`config.mk`:
```
export PLATFORM = sky130hd
export DESIGN_NAME = lbhp_top
export DESIGN_NICKNAME = d
export VERILOG_FILES = /design/src/lbhp_pkg.sv /design/src/lbhp_top.sv
export VERILOG_INCLUDE_DIRS = /design/src
export SDC_FILE = /design/constraint.sdc
export NUM_CORES = 1
export LEC_CHECK = 0
export ABC_AREA = 1
export BUFFER_PORTS_ARGS = -buffer_cell sky130_fd_sc_hd__buf_2
export CAP_MARGIN = 20
export CORE_MARGIN = 3
export CORE_UTILIZATION = 25
export DETAILED_ROUTE_END_ITERATION = 10
export PLACE_DENSITY = 0.59
export RECOVER_POWER = 50
export SLEW_MARGIN = 20
export SYNTH_ARGS = -nofsm -noshare
export SYNTH_HDL_FRONTEND = slang
export SYNTH_SLANG_ARGS = --single-unit
```
`constraint.sdc`:
```
create_clock -name sys_clk -period 1.7 [get_ports sys_clk]
set_input_delay 0.17 -clock sys_clk [delete_from_list [all_inputs] [get_ports sys_clk]]
set_output_delay 0.17 -clock sys_clk [all_outputs]
set_load 0.05 [all_outputs]
```
`src/lbhp_cfg.svh`:
```
// constants of the local bus host port
`ifndef LBHP_CFG_SVH
`define LBHP_CFG_SVH
`define LBHP_ADDR_W 20
`define LBHP_DATA_W 16
`define LBHP_RST_FILT_NS 100
`define LBHP_CLK_NS 8
`define LBHP_RST_FILT_CYC ((`LBHP_RST_FILT_NS + `LBHP_CLK_NS - 1) / `LBHP_CLK_NS)
`define LBHP_IO_SIZE_LOG2 4
`define LBHP_WAIT_CYC 2
`endif

```
`src/lbhp_pkg.sv`:
```
// types of the local bus host port
package lbhp_pkg;
    typedef enum logic [1:0] {
        LBHP_IDLE = 2'b00,
        LBHP_WAIT = 2'b01,
        LBHP_DONE = 2'b10
    } lbhp_st_t;

    typedef struct packed {
        logic [19:0] addr;
        logic ube_n;
    } lbhp_addr_t;

    typedef struct packed {
        logic [2:0] rd_s;
        logic [2:0] wr_s;
        logic [2:0] mr_s;
        logic [2:0] ale_s;
        logic [2:0] aq_s;
        logic [2:0] rst_s;
        logic [2:0] strap_s;
        lbhp_addr_t lat;
        logic [7:0] rst_cnt;
        logic rst_int;
        logic local_mode;
        lbhp_st_t st;
        logic [1:0] wcnt;
        logic rom_cs_n;
        logic rom_oe_n;
        logic wide_n;
        logic rdy_oe_n;
        logic [15:0] dout;
        logic d_oe_n;
        logic wr_pulse;
        logic rd_pulse;
        logic [15:0] wdata;
        logic [3:0] reg_idx;
        logic [1:0] lanes;
        logic [3:0] irq_o;
        logic [3:0] irq_oe_n;
    } lbhp_state_t;
endpackage : lbhp_pkg

```
`src/lbhp_top.sv`:
```
// local bus host port: decode, data bus, ready, rom select, reset filter, interrupt steer
`timescale 1ns/1ns
`default_nettype none
`include "lbhp_cfg.svh"
module lbhp_top #(
    parameter int ADDR_W = `LBHP_ADDR_W,
    parameter int WAIT_CYC = `LBHP_WAIT_CYC
) (
    // clock and reset
    input wire logic sys_clk,
    input wire logic rst_n,
    // host address and control pins
    input wire logic [19:0] addr_in,
    input wire logic address_qualifier,
    input wire logic upper_byte_enable_low,
    input wire logic address_latch_strobe,
    input wire logic io_read_strobe_low,
    input wire logic io_write_strobe_low,
    input wire logic memory_read_strobe_low,
    input wire logic reset_pin,
    input wire logic use_latch,
    // data bus pins
    input wire logic [15:0] data_in,
    output logic [15:0] data_out,
    output logic data_oe_n,
    // ready open drain, wide cycle indicator driven at both levels
    output logic cycle_extend_ready_oe_n,
    output logic wide_cycle_indicator_low,
    // boot rom strap and select
    input wire logic boot_rom_select_strap_in,
    output logic boot_rom_select_strap_out,
    output logic boot_rom_select_strap_oe_n,
    // configuration from the core
    input wire logic [15:0] io_base,
    input wire logic [19:0] rom_base,
    input wire logic [19:0] rom_mask,
    input wire logic wide_mode,
    input wire logic [1:0] interrupt_line_select,
    input wire logic irq_pending,
    input wire logic extend_en,
    // register side toward the core
    input wire logic [15:0] reg_rdata,
    output logic reg_wr,
    output logic reg_rd,
    output logic [3:0] reg_idx,
    output logic [15:0] reg_wdata,
    output logic [1:0] reg_lanes,
    output logic chip_reset,
    output logic local_bus_mode,
    // interrupt lines
    output logic [3:0] interrupt_line,
    output logic [3:0] interrupt_line_oe_n
);
    lbhp_pkg::lbhp_state_t s_ff, nxt_s;
    localparam int FILT = `LBHP_RST_FILT_CYC;

    logic rd_l, wr_l, mr_l, ale_q, aq_l;
    logic [19:0] a_use;
    logic ube_use, io_hit, rom_hit, rd_act, wr_act;

    // ****************************************
    // synchronised levels: second and third stage agree
    // ****************************************
    function automatic logic sync_lvl(input logic [2:0] sh, input logic prev);
        sync_lvl = (sh[1] == sh[2]) ? sh[2] : prev;
    endfunction : sync_lvl

    always_comb begin
        rd_l = sync_lvl(s_ff.rd_s, 1'b1);
        wr_l = sync_lvl(s_ff.wr_s, 1'b1);
        mr_l = sync_lvl(s_ff.mr_s, 1'b1);
        aq_l = sync_lvl(s_ff.aq_s, 1'b1);
        ale_q = s_ff.ale_s[2];
        a_use = use_latch ? s_ff.lat.addr : addr_in;
        ube_use = use_latch ? s_ff.lat.ube_n : upper_byte_enable_low;
        io_hit = !aq_l && (a_use[19:16] == 4'h0) &&
            (a_use[15:`LBHP_IO_SIZE_LOG2] == io_base[15:`LBHP_IO_SIZE_LOG2]);
        rom_hit = ((a_use & rom_mask) == (rom_base & rom_mask));
        rd_act = io_hit && !rd_l;
        wr_act = io_hit && !wr_l;
    end

    // ****************************************
    // next state
    // ****************************************
    always_comb begin
        nxt_s = s_ff;
        nxt_s.rd_s = {s_ff.rd_s[1:0], io_read_strobe_low};
        nxt_s.wr_s = {s_ff.wr_s[1:0], io_write_strobe_low};
        nxt_s.mr_s = {s_ff.mr_s[1:0], memory_read_strobe_low};
        nxt_s.ale_s = {s_ff.ale_s[1:0], address_latch_strobe};
        nxt_s.aq_s = {s_ff.aq_s[1:0], address_qualifier};
        nxt_s.rst_s = {s_ff.rst_s[1:0], reset_pin};
        nxt_s.strap_s = {s_ff.strap_s[1:0], boot_rom_select_strap_in};
        nxt_s.wr_pulse = 1'b0;
        nxt_s.rd_pulse = 1'b0;

        if (s_ff.rst_s[1] && s_ff.rst_s[2]) begin
            if (s_ff.rst_cnt < 8'(FILT))
                nxt_s.rst_cnt = s_ff.rst_cnt + 8'h01;
            else
                nxt_s.rst_int = 1'b1;
        end else if (!s_ff.rst_s[1] && !s_ff.rst_s[2]) begin
            nxt_s.rst_cnt = 8'h00;
            nxt_s.rst_int = 1'b0;
            if (s_ff.rst_int)
                nxt_s.local_mode = s_ff.strap_s[2];
        end

        // latch on falling edge of strobe
        if (s_ff.ale_s[2] && !s_ff.ale_s[1]) begin
            nxt_s.lat.addr = addr_in;
            nxt_s.lat.ube_n = upper_byte_enable_low;
        end

        nxt_s.rom_cs_n = !(s_ff.local_mode && !mr_l && rom_hit && !aq_l);
        nxt_s.rom_oe_n = !s_ff.local_mode;

        nxt_s.wide_n = !(wide_mode && !aq_l &&
            (a_use[15:4] == io_base[15:4]));

        case (s_ff.st)
            lbhp_pkg::LBHP_IDLE: begin
                nxt_s.rdy_oe_n = 1'b1;
                if (rd_act || wr_act) begin
                    nxt_s.reg_idx = a_use[3:0];
                    // upper lane only when enable low
                    nxt_s.lanes = {!ube_use, !a_use[0]};
                    nxt_s.wdata = data_in;
                    if (extend_en) begin
                        nxt_s.rdy_oe_n = 1'b0;
                        nxt_s.wcnt = 2'(WAIT_CYC);
                        nxt_s.st = lbhp_pkg::LBHP_WAIT;
                    end else begin
                        nxt_s.st = lbhp_pkg::LBHP_DONE;
                        nxt_s.wr_pulse = wr_act;
                        nxt_s.rd_pulse = rd_act;
                    end
                end
            end
            lbhp_pkg::LBHP_WAIT: begin
                nxt_s.wcnt = s_ff.wcnt - 2'h1;
                if (s_ff.wcnt == 2'h1) begin
                    nxt_s.rdy_oe_n = 1'b1;
                    nxt_s.wr_pulse = wr_act;
                    nxt_s.rd_pulse = rd_act;
                    nxt_s.wdata = data_in;
                    nxt_s.st = lbhp_pkg::LBHP_DONE;
                end
            end
            lbhp_pkg::LBHP_DONE: begin
                nxt_s.rdy_oe_n = 1'b1;
                if (rd_l && wr_l)
                    nxt_s.st = lbhp_pkg::LBHP_IDLE;
            end
            default: nxt_s.st = lbhp_pkg::LBHP_IDLE;
        endcase

        nxt_s.d_oe_n = !rd_act;
        nxt_s.dout = reg_rdata;

        for (int i = 0; i < 4; i++) begin
            nxt_s.irq_oe_n[i] = (interrupt_line_select != 2'(i));
            nxt_s.irq_o[i] = irq_pending && (interrupt_line_select == 2'(i));
        end

        // a stuck reset releases the ready, data bus and rom select pins; the selected interrupt line stays driven low
        if (s_ff.rst_int) begin
            nxt_s.st = lbhp_pkg::LBHP_IDLE;
            nxt_s.rdy_oe_n = 1'b1;
            nxt_s.d_oe_n = 1'b1;
            nxt_s.wr_pulse = 1'b0;
            nxt_s.rd_pulse = 1'b0;
            nxt_s.irq_o = 4'h0;
            nxt_s.rom_oe_n = 1'b1;
        end
    end

    always_ff @(posedge sys_clk) begin
        if (!rst_n) begin
            s_ff <= '0;
            s_ff.rd_s <= 3'h7;
            s_ff.wr_s <= 3'h7;
            s_ff.mr_s <= 3'h7;
            s_ff.aq_s <= 3'h7;
            s_ff.strap_s <= 3'h7;
            s_ff.local_mode <= 1'b1;
            s_ff.rom_cs_n <= 1'b1;
            s_ff.rom_oe_n <= 1'b1;
            s_ff.wide_n <= 1'b1;
            s_ff.rdy_oe_n <= 1'b1;
            s_ff.d_oe_n <= 1'b1;
            s_ff.lat.ube_n <= 1'b1;
            s_ff.irq_oe_n <= 4'hf;
        end else begin
            s_ff <= nxt_s;
        end
    end

    // ****************************************
    // outputs
    // ****************************************
    assign data_out = s_ff.dout;
    assign data_oe_n = s_ff.d_oe_n;
    assign cycle_extend_ready_oe_n = s_ff.rdy_oe_n;
    assign wide_cycle_indicator_low = s_ff.wide_n;
    assign boot_rom_select_strap_out = s_ff.rom_cs_n;
    assign boot_rom_select_strap_oe_n = s_ff.rom_oe_n;
    assign reg_wr = s_ff.wr_pulse;
    assign reg_rd = s_ff.rd_pulse;
    assign reg_idx = s_ff.reg_idx;
    assign reg_wdata = s_ff.wdata;
    assign reg_lanes = s_ff.lanes;
    assign chip_reset = s_ff.rst_int;
    assign local_bus_mode = s_ff.local_mode;
    assign interrupt_line = s_ff.irq_o;
    assign interrupt_line_oe_n = s_ff.irq_oe_n;
endmodule : lbhp_top
`default_nettype wire

```
-- Yosys cells after proc, flatten, opt, wreduce, memory -nomap -nowiden
Index checks and enable logic that the tools add are counted.
- bits in registers: 109
- input port bits: 124
- output and inout bits: 55
- word-level logic and storage cells: 128
- add/subtract/negate cells: 2
- $lt $le $gt $ge: 1
- equal/unequal tests: 21
- muxes and demuxes: 26
- bitwise operators: 4
- reductions and logical operators: 47
- operator list (kind ; number):
    bitwise AND 20 bit ; 2
    one-hot mux 18 bit (2 select lines) ; 1
    two-way mux 24 bit ; 1
    == test 20 bit ; 1
    two-way mux 20 bit ; 1
    two-way mux 18 bit ; 1
    logical AND 1 bit ; 17
    != test 2 bit (second input constant) ; 7
    logical NOT 1 bit ; 13
    == test 12 bit ; 1
    AND reduction 3 bit ; 4
    two-way mux 1 bit ; 10
    two-way mux 10 bit ; 1
    two-way mux 2 bit ; 5
    two-way mux 9 bit ; 1
    adder 8 x 1 -> 8 bit (second input constant) ; 1
    less-than comparator 8 x 4 -> 1 bit (second input constant) ; 1
    two-way mux 8 bit ; 1
    AND reduction 2 bit ; 4
    == test 2 x 1 -> 1 bit (second input constant) ; 3
    == test 2 bit (second input constant) ; 3
    one-hot mux 2 bit (3 select lines) ; 1
    nonzero test 2 bit ; 3
    == test 1 bit ; 4
    other kinds (11) ; 14

-- Longest topological paths before layout
- depth in word-level cells: 9
- depth in mapped cells: 16
- gate-level depth less buffers: 14

-- Least setup slack after synthesis
Ideal clock, no wire load.
- path kind: input to register
- start: input port use_latch
- end: register s_ff (netlist bit reg_wdata[10])
- library setup time: 0.113 ns
- data arrival time: 1.641 ns
- data required time: 1.587 ns
- path slack: -0.054 ns
- stages on the path: 11
- path buffers: 3
- cell sequence: buf_6 buf_2 mux2i_1 nand2_1 nor2_1 nand4_2 nand2_4 nand3_4 buf_2 nor2_1 nor2_1
- word-level cells in the longest chain between the ends: 8
- elaborated cells between the ends (all ways): 10
- classes of those cells: eq/ne: 2; mux: 1; reduce/logical: 7
- ends and longest elaborated chain (what ; line ; source):
    from (decl) ; lbhp_top.sv:21 ; input wire logic use_latch,
    two-way mux 20 bit (*) ; lbhp_top.sv:74 ; a_use = use_latch ? s_ff.lat.addr : addr_in;
    branches (longest 2 deep; another with == test 12 bit) ; - ;
    logical AND 1 bit (*) ; lbhp_top.sv:76 ; io_hit = !aq_l && (a_use[19:16] == 4'h0) &&
    logical AND 1 bit (on tied branches) ; lbhp_top.sv:79, lbhp_top.sv:80 ;
    logical OR 1 bit (*) ; lbhp_top.sv:125 ; if (rd_act || wr_act) begin
    != test 2 bit (no source line) (*) ; - ;
    AND reduction 3 bit (no source line) (*) ; - ;
    to (signal assigned) ; lbhp_top.sv:196 ; s_ff <= nxt_s;
    to (decl) ; lbhp_top.sv:54 ; lbhp_pkg::lbhp_state_t s_ff, nxt_s;
Mark *: on every way between the ends.
A chain may end at the register's enable or synchronous reset.

-- Worst setup path in the final report
- start: register s_ff[74] (netlist bit)
- end: register s_ff (netlist bit reg_wdata[1])
- word-level cells in the longest chain between the ends: 7
- elaborated cells between the ends (all ways): 8
- classes of those cells: eq/ne: 2; mux: 1; reduce/logical: 5
- ends and longest elaborated chain (what ; line ; source):
    two-way mux 20 bit (*) ; lbhp_top.sv:74 ;
    == test 12 bit (*) ; lbhp_top.sv:77 ; (a_use[15:`LBHP_IO_SIZE_LOG2] == io_base[15:`LBHP_IO_SIZE_LOG2]);
    logical AND 1 bit (*) ; lbhp_top.sv:76 ;
    logical AND 1 bit (on tied branches) ; lbhp_top.sv:79, lbhp_top.sv:80 ;
    logical OR 1 bit (*) ; lbhp_top.sv:125 ;
    != test 2 bit (no source line) (*) ; - ;
    AND reduction 3 bit (no source line) (*) ; - ;
Mark *: on every way between the ends. The rest lies on a longest branch, timed or not.

==> run summary <==
Worst-Margin Slew: 0.5670 ns
placer congestion estimate: 0.8364
largest net degree at the start of global routing: 50
CP endpoint kind: register
Core Rows: 52
Die X: 152.2 um
Total GRT Usage: 13.05%
fin. max-slew vios: 0
CP arrival: 2.04 ns
number of fill cells in the layout: 2198
vias in the first global route: 5093
Crit path required time: 1.95 ns
post-layout net count: 1087
DRT Pass-1 Iters: 4
final instance area: 7295 um2
CTS max path bufs: 2
peak supply drop: 0.5777 mV
CTS buffer count: 9
Main synth FF type: dfxtp_1
starting density of the core: 25.92%
clock sinks: 109
post-placement cell area: 6437 um2
failing checks: setup timing
critical-path maximum fanout: 8
DRT iter0 DRCs: 218
CTS root buf: clkbuf_16
H-tree Lvls: 3
syn nets: 900
fmax: 558.7 MHz
drt via density: 4.324
Synth Register Bits: 109
Routed WL per cell: 12.71 um
global-route wire length before repair: 24.85 mm
worst relative slew slack: 62.20%
TritonCTS clock tree: built
Worst Hold Class: input port to register
minimum clock period: 1.790 ns
final setup fails: 23
full die area: 23170 um2
mapped cell area: 5345 um2
share of layout cells above drive strength 1: 34.55%
initial antenna violation count: 0
worst setup margin: -0.08981 ns
WL final: 15.65 mm
setup TNS: -1.067 ns
Setup Skew: 0.01366 ns
Syn Area/Cell: 6.951 um2
Layout Area Growth over Synthesis: 36.47%
critical path startpoint category: register
vias: 5323
DRC viols: 0
Fin. Hold Viols: 0
Detail Placement HPWL: 11.13 mm
WS Path Type: register to register
antenna viol nets, final: 0
Synth warnings: 0
Pleak: 3.748 nW
run status: complete, but fails checks
number of library cell types mapped by synthesis: 39
period utilization: 105.3%
Clock Pin Slew Worst Setup and Hold Paths: 0.07 ns
max-cap violations: 0
cell area power density: 1120 nW/um2
number of synthesized flops with an enable pin: 0
Ant. Diodes: 0
IO Port Bufs: 174
Core Region: 20620 um2
Cells after Synth: 769
insertion delay to the later sink of the worst-skew pair: 0.36 ns
I/O Pins: 179
unrepaired setup endpoints after global routing: true
register area share after synthesis: 40.82%
Die Y: 152.2 um
Synth async-reset ratio: 0%
GRT Residual Overflow: 0
-- Yosys cell counts (10+ instances only) --
| library cell | n | area share, % |
|---|---|---|
| a21oi_1 | 15 | 1.4 |
| buf_4 | 47 | 6.6 |
| clkbuf_1 | 19 | 1.3 |
| dfxtp_1 | 109 | 41 |
| inv_1 | 85 | 6.0 |
| nand2_1 | 204 | 14 |
| nand3_1 | 44 | 4.1 |
| nand4_1 | 19 | 2.2 |
| nor2_1 | 109 | 7.7 |
| nor3_1 | 10 | 0.94 |
| o21ai_0 | 31 | 2.9 |
| or2_2 | 20 | 2.3 |
-- flip-flops by register name, indices dropped and copies added, names as in the netlist, 2 cells and up --
signal,flops
s_ff,39
reg_lanes,2
interrupt_line,4
interrupt_line_oe_n,4
reg_wdata,16
data_out,16
reg_idx,4
nxt_s,14
-- layout by cell type (no fill, tap or decap), drive strengths merged, types with 3 or more instances in the layout --
master	synthesis	layout
inv	86	89
a21oi	15	15
nand3	45	45
nor2	113	113
nand2	206	206
o21ai	31	31
buf	55	225
nand4	20	20
a32oi	3	3
nor3	10	10
ha	7	7
or2	20	20
clkbuf	19	13
nand3b	4	4
o211ai	4	4
dlygate4sd3	0	23
dfxtp	109	109
xor2	5	5
-- cells by family after synthesis --
kind of cell | count (synthesis) | share of synthesized area, %
flip-flops | 109 | 40.82
AND/OR/NAND/NOR | 421 | 33.97
AO/OA/AOI/OAI | 63 | 6.765
multiplexers | 2 | 0.3745
XOR/XNOR | 6 | 0.9831
buffers and inverters | 161 | 15.45
adder cells (fa/ha/maj) | 7 | 1.639
-- power by group --
group	total (mW)	internal [mW]	switching [mW]	leakage, nW
clock	2.28	1.26	1.02	0.162
sequential	2.89	2.78	0.107	0.895
combinational	3.00	1.09	1.91	2.69
-- final cells by class --
cell class | instances | area (um2) | share of cell area, %
inverter | 87 | 331.6 | 4.545
tap | 270 | 337.8 | 4.631
sequential | 109 | 2190 | 30.02
multi-input combinational | 499 | 2536 | 34.77
clock buffer | 11 | 252.7 | 3.465
timing repair buffer | 250 | 1574 | 21.58
clock inverter | 5 | 72.57 | 0.9949
-- worst max-delay path, cell delays in order (launching register included) --
cell       delay (ns)
dfxtp_2          0.32
nand2_2          0.09
nand2_2          0.06
nand2_1          0.06
nand2_1          0.06
nor2_2           0.13
nand2_2          0.08
nor2_4           0.13
nand4_4          0.12
nand2_4          0.10
nand3_4          0.14
clkbuf_16        0.21
nor2_1           0.14
nor2_2           0.04
-- metrics by stage --
step	util [%]	setup slack [ns]	power, mW	cells	hold slack, ns
final	35.37	-0.08981	8.168	1231	0.02656
after CTS	34.17	-0.01050	7.817	1224	0.007912
after global routing	35.37	-0.2061	8.698	1231	0.02599
after global placement	31.21	-0.3983	5.390	1186	0.3499
after detailed placement	31.21	-0.3673	5.419	1186	0.3540
after floorplan	-	0.002795	4.951	769	0.2418
-- what timing repair did --
item                                    CTS  global route
endpoints found under the hold margin    23             0
gates cloned                              0             3
buffers inserted                          0             4
pin swaps                                 2            25
endpoints found under the setup margin   26            30
hold buffers                             23             0
gates resized for setup                  15            56
-- layer usage --
layer	vias to the layer above	global-route usage [%]	share of wire (%)
li1	2743	-	-
met1	2411	16.16	45
met2	143	22.48	48
met3	26	2.869	4.5
met4	0	4.366	2.4
met5	-	0	0
-- worst paths after layout --
| kind | startpoint | endpoint | slack [ns] | cells after the start |
|---|---|---|---|---|
| max | s_ff[74] | reg_wdata[1] | -0.09 | 13 |
| min | wide_mode | wide_cycle_indicator_low | 0.03 | 2 |
| max reg2reg | s_ff[74] | reg_wdata[1] | -0.09 | 13 |
| min reg2reg | nxt_s[101] | nxt_s[102] | 0.41 | 1 |
Note: power is estimated with default switching activity, not from simulation.
